### config.mk
export PLATFORM = sky130hd
export DESIGN_NAME = demod_gate_timing
export DESIGN_NICKNAME = d
export VERILOG_FILES = /design/src/demod_gate_pkg.sv /design/src/input_sync.sv /design/src/demod_gate_timing.sv
export SDC_FILE = /design/constraint.sdc
export NUM_CORES = 1
export LEC_CHECK = 0
export BUFFER_PORTS_ARGS = -buffer_cell sky130_fd_sc_hd__buf_2
export CAP_MARGIN = 20
export CORE_MARGIN = 2
export CORE_UTILIZATION = 39
export DETAILED_ROUTE_END_ITERATION = 8
export HOLD_SLACK_MARGIN = 0.03
export PLACE_DENSITY = 0.61
export SYNTH_ARGS = -nofsm -noshare
export SYNTH_HDL_FRONTEND = slang
export SYNTH_HIERARCHICAL = 1
export SYNTH_SLANG_ARGS = --single-unit
### constraint.sdc
create_clock -name sys_clk -period 3.2 [get_ports sys_clk]
set_clock_uncertainty 0.1 [all_clocks]
set_input_delay 0.32 -clock sys_clk [delete_from_list [all_inputs] [get_ports sys_clk]]
set_output_delay 0.32 -clock sys_clk [all_outputs]
set_load 0.1 [all_outputs]
### src/demod_gate_pkg.sv
// shared constants and carrier types for the demodulator gate timing
package demod_gate_pkg;

   // ----------------------------------------------------------------
   // multiplied timing clock
   // ----------------------------------------------------------------
   localparam int unsigned PLL_RATIO      = 10;   // timing ticks per segment period
   localparam int unsigned TICK_W         = 4;
   localparam logic [3:0]  TICK_MAX       = 4'(PLL_RATIO - 1);
   localparam logic [3:0]  GATE_START_DEF = 4'h1; // first tick after an edge with gate on
   localparam logic [3:0]  GATE_STOP_DEF  = 4'h4; // first tick with gate off again

   // ----------------------------------------------------------------
   // status LED dividers (rising edges of the sensor per LED toggle)
   // ----------------------------------------------------------------
   localparam int unsigned PHASE_LED_DIV  = 15;   // 30 rev/s wheel gives about 2 toggles/s
   localparam int unsigned SEG_LED_DIV    = 60;
   localparam int unsigned LED_CNT_W      = 8;

   // ----------------------------------------------------------------
   // sample path
   // ----------------------------------------------------------------
   localparam int unsigned SAMPLE_W       = 12;
   localparam int unsigned SYNC_STAGES    = 3;

   // one enable per sample-and-hold gate
   typedef struct packed {
      logic ref_dark;
      logic ref_bright;
      logic meas_dark;
      logic meas_bright;
   } gate_t;

   // conditioned sensor levels as one bundle
   typedef struct packed {
      logic dark_cal_req;
      logic timing_clk;
      logic segment;
      logic wheel_phase;
   } sensor_t;

endpackage

### src/input_sync.sv
// three-stage synchroniser that accepts a change once stages two and three agree
`timescale 1ns/1ns
module input_sync
   import demod_gate_pkg::*;
#(
   parameter int unsigned WIDTH = 4
) (
   // clock and reset
   input  wire logic             sys_clk,
   input  wire logic             rst,
   // raw and conditioned levels
   input  wire logic [WIDTH-1:0] raw_in,
   output logic      [WIDTH-1:0] level_out
);

   logic [WIDTH-1:0] stage1;
   logic [WIDTH-1:0] stage2;
   logic [WIDTH-1:0] stage3;

   // ----------------------------------------------------------------
   // shift chain, stage1 feeds stage2 only
   // ----------------------------------------------------------------
   always_ff @(posedge sys_clk or posedge rst) begin
      if (rst) begin
         stage1 <= '0;
         stage2 <= '0;
         stage3 <= '0;
      end else begin
         stage1 <= raw_in;
         stage2 <= stage1;
         stage3 <= stage2;
      end
   end

   // per bit agreement filter, rejects a single-cycle glitch
   genvar b;
   generate
      for (b = 0; b < WIDTH; b++) begin : g_bit
         always_ff @(posedge sys_clk or posedge rst) begin
            if (rst) begin
               level_out[b] <= 1'b0;
            end else if (stage2[b] == stage3[b]) begin
               level_out[b] <= stage3[b];
            end
         end
      end
   endgenerate

endmodule

### src/demod_gate_timing.sv
// gate timing, level hold, status LEDs and dark switch of the sync demodulator
// Contract
// - four gates: phase half times segment level
// - gates follow segment and wheel-phase sensors
// - timing ticks come from the tenfold locked clock
// - gates only in centre, never near edges
// - hold measure and reference peak levels
// - LEDs toggle with phase and segment rotation
// - dark calibration opens the detector switch
`timescale 1ns/1ns
module demod_gate_timing
   import demod_gate_pkg::*;
#(
   parameter logic [3:0]  GATE_START = GATE_START_DEF,
   parameter logic [3:0]  GATE_STOP  = GATE_STOP_DEF,
   parameter int unsigned PHASE_DIV  = PHASE_LED_DIV,
   parameter int unsigned SEG_DIV    = SEG_LED_DIV
) (
   // clock and reset
   input  wire logic                sys_clk,
   input  wire logic                rst,
   // sensor pins and host request (asynchronous)
   input  wire logic                wheel_phase_in,
   input  wire logic                segment_in,
   input  wire logic                timing_clk_in,
   input  wire logic                dark_cal_req_in,
   // digitised detector signal, same clock domain
   input  wire logic [SAMPLE_W-1:0] detector_sample,
   // sample-and-hold enables
   output gate_t                    gates,
   // held levels for conversion
   output logic      [SAMPLE_W-1:0] measure_level_out,
   output logic      [SAMPLE_W-1:0] reference_level_out,
   // status and switch
   output logic                     wheel_phase_led,
   output logic                     segment_led,
   output logic                     dark_cal_switch_open
);

   // ----------------------------------------------------------------
   // input conditioning
   // ----------------------------------------------------------------
   sensor_t raw;
   sensor_t lvl;
   sensor_t lvl_d;

   assign raw = '{dark_cal_req: dark_cal_req_in, timing_clk: timing_clk_in,
                  segment: segment_in, wheel_phase: wheel_phase_in};

   input_sync #(.WIDTH(4)) u_sync (
      .sys_clk   (sys_clk),
      .rst       (rst),
      .raw_in    (raw),
      .level_out (lvl)
   );

   // previous conditioned levels for edge detection
   always_ff @(posedge sys_clk or posedge rst) begin
      if (rst) begin
         lvl_d <= '0;
      end else begin
         lvl_d <= lvl;
      end
   end

   logic       seg_edge;
   logic       seg_rise;
   logic       phase_rise;
   logic       tick;
   logic       settled;
   logic [2:0] settle_cnt;

   // sync chain holds reset zeros for a few cycles; a pin that is already
   // high at reset would look like an edge and open a gate mid-segment
   always_ff @(posedge sys_clk or posedge rst) begin
      if (rst) begin
         settle_cnt <= 3'h0;
      end else if (!settled) begin
         settle_cnt <= settle_cnt + 3'h1;
      end
   end

   assign settled    = (settle_cnt == 3'(SYNC_STAGES + 2));
   assign seg_edge   = settled & (lvl.segment ^ lvl_d.segment);
   assign seg_rise   = settled & lvl.segment & ~lvl_d.segment;
   assign phase_rise = settled & lvl.wheel_phase & ~lvl_d.wheel_phase;
   assign tick       = settled & lvl.timing_clk & ~lvl_d.timing_clk; // enable pulse, not a clock

   // ----------------------------------------------------------------
   // tick counter since the last segment edge
   // ----------------------------------------------------------------
   logic [TICK_W-1:0] tick_cnt;

   // saturates so a stalled wheel never wraps back into the window
   always_ff @(posedge sys_clk or posedge rst) begin
      if (rst) begin
         tick_cnt <= TICK_MAX;
      end else if (seg_edge) begin
         tick_cnt <= '0;
      end else if (tick && tick_cnt != TICK_MAX) begin
         tick_cnt <= tick_cnt + 4'h1;
      end
   end

   // ----------------------------------------------------------------
   // gate selection
   // ----------------------------------------------------------------
   logic  in_window;
   gate_t next_gates;

   // edge cycle is masked: count still holds the previous segment
   assign in_window = !seg_edge && tick_cnt >= GATE_START && tick_cnt < GATE_STOP;

   always_comb begin
      next_gates             = '0;
      next_gates.meas_bright = in_window &  lvl.wheel_phase &  lvl.segment;
      next_gates.meas_dark   = in_window &  lvl.wheel_phase & ~lvl.segment;
      next_gates.ref_bright  = in_window & ~lvl.wheel_phase &  lvl.segment;
      next_gates.ref_dark    = in_window & ~lvl.wheel_phase & ~lvl.segment;
   end

   always_ff @(posedge sys_clk or posedge rst) begin
      if (rst) begin
         gates <= '0;
      end else begin
         gates <= next_gates;
      end
   end

   // ----------------------------------------------------------------
   // peak capture and level hold, one lane per half
   // ----------------------------------------------------------------
   logic [1:0]          bright_g;
   logic [1:0]          dark_g;
   logic [1:0]          dark_end;
   logic [SAMPLE_W-1:0] level_q [2];

   assign bright_g = {gates.ref_bright, gates.meas_bright};
   assign dark_g   = {gates.ref_dark, gates.meas_dark};
   assign dark_end = dark_g & ~{next_gates.ref_dark, next_gates.meas_dark};

   genvar ch;
   generate
      for (ch = 0; ch < 2; ch++) begin : g_lane
         logic [SAMPLE_W-1:0] pk_bright;
         logic [SAMPLE_W-1:0] pk_dark;
         logic                bright_d;
         logic                dark_d;

         // peak tracking restarts on the first cycle of each gate
         always_ff @(posedge sys_clk or posedge rst) begin
            if (rst) begin
               pk_bright <= '0;
               pk_dark   <= '0;
               bright_d  <= 1'b0;
               dark_d    <= 1'b0;
            end else begin
               bright_d <= bright_g[ch];
               dark_d   <= dark_g[ch];
               if (bright_g[ch] && (!bright_d || detector_sample > pk_bright)) begin
                  pk_bright <= detector_sample;
               end
               if (dark_g[ch] && (!dark_d || detector_sample > pk_dark)) begin
                  pk_dark <= detector_sample;
               end
            end
         end

         // level is bright minus dark, clipped at zero; updates as the dark gate closes
         always_ff @(posedge sys_clk or posedge rst) begin
            if (rst) begin
               level_q[ch] <= '0;
            end else if (dark_end[ch]) begin
               level_q[ch] <= (pk_bright > pk_dark) ? pk_bright - pk_dark : '0;
            end
         end
      end
   endgenerate

   assign measure_level_out   = level_q[0];
   assign reference_level_out = level_q[1];

   // ----------------------------------------------------------------
   // rotation LEDs: stuck LED means the sensor stopped toggling
   // ----------------------------------------------------------------
   logic [LED_CNT_W-1:0] phase_div;
   logic [LED_CNT_W-1:0] seg_div;

   always_ff @(posedge sys_clk or posedge rst) begin
      if (rst) begin
         phase_div       <= '0;
         wheel_phase_led <= 1'b0;
      end else if (phase_rise) begin
         if (phase_div == LED_CNT_W'(PHASE_DIV - 1)) begin
            phase_div       <= '0;
            wheel_phase_led <= ~wheel_phase_led;
         end else begin
            phase_div <= phase_div + 8'h01;
         end
      end
   end

   always_ff @(posedge sys_clk or posedge rst) begin
      if (rst) begin
         seg_div     <= '0;
         segment_led <= 1'b0;
      end else if (seg_rise) begin
         if (seg_div == LED_CNT_W'(SEG_DIV - 1)) begin
            seg_div     <= '0;
            segment_led <= ~segment_led;
         end else begin
            seg_div <= seg_div + 8'h01;
         end
      end
   end

   // ----------------------------------------------------------------
   // dark calibration switch, level driven by the host line
   // ----------------------------------------------------------------
   always_ff @(posedge sys_clk or posedge rst) begin
      if (rst) begin
         dark_cal_switch_open <= 1'b0;
      end else begin
         dark_cal_switch_open <= lvl.dark_cal_req;
      end
   end
endmodule

==> results.yml, run 1 <==
logic_synthesis:
  yosysTopAreaCell: "dfrtp_1"
  ys_seq_elements: 125
  syn_avg_cell_area_sq_um: 10.8
  synthTopCellsByArea: "dfrtp_1, ha_1, mux2_1"
  synth.most_common_cell: "dfrtp_1"
  synth.top_cell.area_share_pct: 43.2
  seq_area_frac_synth_pct: 43.9
  ys_async_sr_fraction_pct: 100
  yosysWarnings: 6
  synth-edff-count: 0
  syn-cell-area_sq_um: 7130
  synth_cell_type_count: 62
  ys.flop_type: "dfrtp_1"
  netlist_instances: 657
  synth_fp_nets: 757
  ys_top_cells_by_count: "dfrtp_1, ha_1, inv_1"
setup_path:
  worstRegToRegCells: 10
  r2r_setup_slack_ps: 540
  arrival_ps: 2870
  rr_startpoint: "g_lane[1].pk_bright[0]"
  crit_path_end_kind: "register"
  worstSetupPathType: "reg2reg"
  cp.required_ps: 3410
  path_max_fanout: 12
  r2r-end: "reference_level_out[11]"
  start_kind: "register"
grt:
  grt_pass1_vias: 5520
  grt_pass1_wl_mm: 26.9
  grt_antenna_before_repair: 3
  grt-ovfl-total: 0
  grt_use_total_pct: 17.2
  grt_start_max_net_pins: 46
place:
  io_buffers: 48
  place.gp.congestion: 0.842
  dpl_cell_area_sq_um: 7630
  place_hpwl_mm: 11.7
  pre_cts_ws_ps: 448
worst_hold_path:
  hold_class: "in2reg"
  hold_end: "g_lane[0].pk_dark[0]"
  hold_depth: 2
  hp-start: "detector_sample[0]"
layout:
  drive_gt1_share_pct: 16.9
  nFillCells: 1628
  seqCellArea_sq_um: 3130
  multi_input_area_sq_um: 3660
  final_nets: 821
  areaGrowthSynthToFinish_pct: 16.3
  fin_area_sq_um: 8290
  finish.utilization_pct: 46.1
routing:
  wl_per_cell_um: 16.3
  antenna_left: 0
  wl_mm: 15.7
  drcViolationCount: 0
  first_pass_iters: 5
  vias: 5210
  drt_iter0_markers: 174
  routed_via_density: 5.40
clock_tree:
  htreeDepth: 4
  postCtsResizedCells: 0
  clk_pin_slew_ps: 60
  cts_buffer_depth: 2
  root_buffer: "clkbuf_16"
  insertion_delay_ps: 420
  numCtsBuffers: 17
  clock-sinks: 125
  cts_tree: "done"
sta:
  worst_pin_slew_ps: 755
  slew_headroom_pct: 49.5
  setup_viol: 0
  slew_violations: 0
  post-route-min-period_ps: 2660
  max_freq_mhz: 376
  rsz0062_at_grt: "no"
  setup_tns_ps: 0
  fin_crit_sh_pct: 83.2
  hold_viol: 0
  setup_ws_ps: 537
die:
  pin_count: 49
  die-area_sq_um: 19400
  fp.dieH_um: 139
  initial_core_util_pct: 39.7
  row_count: 49
  core_sq_um: 18000
  dieWidth_um: 139
run:
  cap_violations: 0
power_and_ir_drop:
  clkPwrFrac_pct: 20.4
  p_switching_mw: 4.53
  seqPwrFrac_pct: 25.8
  p_per_area_nw_per_um2: 1170
  combPwrFrac_pct: 53.9
  power.internal_mw: 5.15
  swShare_pct: 46.8
  power.leakage_nw: 3.96
  vdd_ir_drop_max_mv: 0.546
status:
  outcome: "finished, final reports clean"
## sequential cells by signal, indices dropped and copies added, names as in the netlist
| register | count |
|---|---|
| tick_cnt | 4 |
| u_sync/stage1 | 4 |
| g_lane.dark_d | 2 |
| gates | 4 |
| seg_div | 8 |
| measure_level_out | 12 |
| u_sync/level_out | 4 |
| g_lane.pk_dark | 24 |
| reference_level_out | 12 |
| settle_cnt | 3 |
| u_sync/stage2 | 4 |
| g_lane.bright_d | 2 |
| g_lane.pk_bright | 24 |
| wheel_phase_led | 1 |
| dark_cal_switch_open | 1 |
| phase_div | 8 |
| lvl_d | 3 |
| u_sync/stage3 | 4 |
| segment_led | 1 |
## cell type report
class | count | area share, %
flip-flops and latches | 125 | 37.8
inverters | 67 | 3.08
diodes | 2 | 0.0604
well taps | 229 | 3.46
repair buffers | 60 | 4.29
clock inverters | 15 | 2.11
multi-input cells | 450 | 44.1
clock buffers | 17 | 5.13
## power by group through the flow
stage / Sequential [mW] / Clock (mW) / Combinational [mW]
after floorplan: 3.43 / 0 / 3.20
after global placement: 2.50 / 0 / 5.01
after detailed placement: 2.52 / 0 / 5.18
after CTS: 2.50 / 2.02 / 5.20
after global routing: 2.58 / 2.09 / 5.76
final: 2.50 / 1.97 / 5.22
## placed cells by master (no fill, tap or decap), drive strengths merged, types with 14 or more instances in the layout
cell,n
nand4,22
dfrtp,123
ha,80
mux2,43
a21oi,32
inv,74
nor3,14
nor2,51
o21ai,23
nand2,22
clkbuf,17
buf,55
a22o,20
xor2,18
## worst max-delay path by stage
| stage | startpoint | end | slack [ps] |
|---|---|---|---|
| detailed placement | detector_sample[9] | g_lane[0].pk_dark[4] | 450 |
| CTS | g_lane[0].pk_dark[9] | g_lane[0].pk_dark[4] | 530 |
| floorplan | g_lane[1].pk_bright[0] | reference_level_out[0] | 800 |
| global route | g_lane[1].pk_bright[0] | reference_level_out[9] | 290 |
| finish | g_lane[1].pk_bright[0] | reference_level_out[11] | 540 |
| global placement | detector_sample[9] | g_lane[0].pk_dark[7] | 500 |
## cell families (layout without fill, tap and decap cells)
logic type	count (synthesis)	after routing	share of synthesized area, %
other cells	0	2	0
mux	49	49	8.06
compound gates	140	140	13.9
buf+inv	82	159	4.78
fa+ha+maj	86	86	15.2
flops	125	125	43.9
simple gates	144	144	10.3
xor+xnor	31	31	3.81
## stage by stage
| step | hold WS (ps) | std cells | power [mW] |
|---|---|---|---|
| 2_1_floorplan | 134 | 657 | 6.62 |
| 3_3_place_gp | 235 | 926 | 7.50 |
| 3_5_place_dp | 239 | 926 | 7.70 |
| 4_1_cts | 68.0 | 963 | 9.72 |
| 5_1_grt | 80.7 | 964 | 10.4 |
| 6_report | 66.8 | 965 | 9.68 |
## worst max-delay path, stage by stage (launching register included)
cell      delay [ps]
dfrtp_1          380
inv_1            120
ha_1             190
inv_1             60
fa_1             410
a211oi_2         300
nor3_1           100
nor3_1           290
o21ai_0          120
nor3b_2          240
a32o_1           250
## what timing repair did
item | in CTS | in global routing
hold endpoints to repair | 48 | 0
hold buffers | 5 | 0
setup buffers | 0 | 0
## metal layers
| layer | GRT usage [%] | up-vias | wire (um) |
|---|---|---|---|
| met2 | 29.2 | 114 | 7700 |
| met1 | 21.1 | 2574 | 6980 |
| met4 | 6.17 | 0 | 240 |
| met5 | 0 | - | 0 |
| met3 | 4.52 | 19 | 764 |
| li1 | - | 2503 | - |
No activity file was read; power rests on OpenSTA's default activity.
==> run 2: changes to the inputs <==
--- a/config.mk
+++ b/config.mk
@@ -11,7 +11,7 @@
 export CORE_UTILIZATION = 39
 export DETAILED_ROUTE_END_ITERATION = 8
 export HOLD_SLACK_MARGIN = 0.03
-export PLACE_DENSITY = 0.61
+export PLACE_DENSITY = 0.59
 export SYNTH_ARGS = -nofsm -noshare
 export SYNTH_HDL_FRONTEND = slang
 export SYNTH_HIERARCHICAL = 1
==> constraint.sdc (replaced) <==
create_clock -name sys_clk -period 2.8 [get_ports sys_clk]
set_clock_uncertainty 0.1 [all_clocks]
set_input_delay 0.28 -clock sys_clk [delete_from_list [all_inputs] [get_ports sys_clk]]
set_output_delay 0.28 -clock sys_clk [all_outputs]
set_load 0.1 [all_outputs]
==> results.yml, run 2 (synthesis gave the netlist of run 1 again) <==
status:
  outcome: "finished, final reports clean"
layout:
  final_cell_mix: "dfrtp_1, ha_1, inv_1, nor2_1, buf_2"
  final_nets: 823
  layout_commonest_cell: "dfrtp_1"
  areaGrowthSynthToFinish_pct: 17.1
  nFillCells: 1673
  drive_gt1_share_pct: 17.0
  biggestRegsByFlops: "g_lane.pk_bright x24, g_lane.pk_dark x24"
setup_path:
  crit_slowest_cell: "dlygate4sd3_1"
  crit_path_end_kind: "register"
  rr_startpoint: "g_lane[1].pk_dark[1]"
  path_max_fanout: 12
  arrival_ps: 2800
  r2r-end: "g_lane[1].pk_dark[1]"
  worstRegToRegCells: 8
  cp.required_ps: 2990
  r2r_setup_slack_ps: 210
  start_kind: "primary input"
  crit_top_cell: "a211oi_1"
  slowest_delay_ps: 530
  worstSetupPathType: "in2reg"
  path_cells: "dlygate4sd3_1 > buf_2 > inv_1 > ha_1 > nor2b_1 > o211ai_1 > a211oi_1 > a211oi_1 > a31o_2 > mux2_1"
sta:
  hold_viol: 0
  fin_crit_sh_pct: 93.1
  worst_pin_slew_ps: 616
  setup_ws_ps: 194
  post-route-min-period_ps: 2610
  max_freq_mhz: 384
  slew_violations: 0
  setup_tns_ps: 0
  slew_headroom_pct: 58.9
  setup_viol: 0
  rsz0062_at_grt: "no"
place:
  place.gp.congestion: 0.835
  place_hpwl_mm: 11.3
  io_buffers: 48
  pre_cts_ws_ps: 235
clock_tree:
  numCtsBuffers: 17
  insertion_delay_ps: 420
  clock-sinks: 125
  cts_buffer_depth: 2
  cts_setup_buffers: 0
  root_buffer: "clkbuf_16"
  clk_pin_slew_ps: 60
  htreeDepth: 4
  cts_tree: "done"
die:
  dieWidth_um: 139
  fp.dieH_um: 139
  row_count: 49
  die-area_sq_um: 19400
  core_sq_um: 18000
  pin_count: 49
  initial_core_util_pct: 39.7
grt:
  grt_use_total_pct: 16.8
  grt_antenna_before_repair: 2
  grt_pass1_vias: 5354
  grt-ovfl-total: 0
  grt_pass1_wl_mm: 26.3
  grt_start_max_net_pins: 110
routing:
  antenna_left: 0
  wl_per_cell_um: 15.8
  vias: 5191
  routed_via_density: 5.37
  first_pass_iters: 5
  wl_mm: 15.2
  drcViolationCount: 0
  drt_iter0_markers: 204
worst_hold_path:
  hp-start: "detector_sample[1]"
  hold_class: "in2reg"
  hold_depth: 2
  hold_end: "g_lane[0].pk_dark[1]"
run:
  cap_violations: 0
power_and_ir_drop:
  vdd_ir_drop_max_mv: 0.592
  power.leakage_nw: 3.99
  p_per_area_nw_per_um2: 1340
==> run 2: through the flow <==
step	hold slack (ps)	util, %	cell area [sq um]	instances	total power, mW
after floorplan	93.7	-	7130	657	7.57
after global placement	233	42.5	7640	927	8.59
after detailed placement	237	42.5	7640	927	8.81
after CTS	114	46.4	8330	965	11.2
after global routing	126	46.4	8340	966	12.1
final	128	46.4	8340	966	11.2
==> run 2: repair_timing <==
| action | 4_1_cts | 5_1_grt |
|---|---|---|
| endpoints found under the hold margin | 129 | 0 |
| gates resized for setup | 0 | 1 |
| setup endpoints to repair | 0 | 9 |
| hold buffers | 6 | 0 |
==> run 2: layer usage <==
layer	up-vias	GRT usage (%)	routed length (um)
met3	26	4.35	646
li1	2498	-	-
met1	2566	21.2	6810
met4	2	6.01	274
met5	-	0	13
met2	99	27.9	7480
==> run 2: how the worst max path moves through the flow <==
stage,startpoint,slack (ps),to,cells past startpoint
detailed placement,g_lane[1].pk_bright[0],240,reference_level_out[9],10
CTS,detector_sample[0],210,g_lane[1].pk_dark[1],10
global route,detector_sample[0],60,g_lane[1].pk_dark[1],10
finish,detector_sample[0],190,g_lane[1].pk_dark[1],10
floorplan,g_lane[1].pk_bright[0],400,reference_level_out[0],11
global placement,g_lane[1].pk_bright[0],300,reference_level_out[9],10
==> run 2: cell type report <==
cell class	instances	area (sq um)	area share [%]
flip-flops and latches	125	3130	37.5
multi-input cells	450	3660	43.9
well taps	229	287	3.43
diodes	1	2.50	0.0300
inverters	67	255	3.06
repair buffers	62	373	4.47
clock buffers	17	425	5.10
clock inverters	15	208	2.49
==> run 2: critical path: cells and delay by family <==
kind                     cells  cell delay, ps
AND/OR/NAND/NOR              1              50
AO/OA/AOI/OAI                4            1050
adder cells (fa/ha/maj)      1             190
buffers and inverters        3             840
multiplexers                 1             390
==> run 2: power by group <==
part,internal (mW),total (mW),leakage (nW),switching (mW)
Sequential,2.41,2.87,1.55,0.461
Clock,1.50,2.36,0.309,0.858
Combinational,2.15,5.95,2.13,3.80
Total,6.07,11.2,3.99,5.12
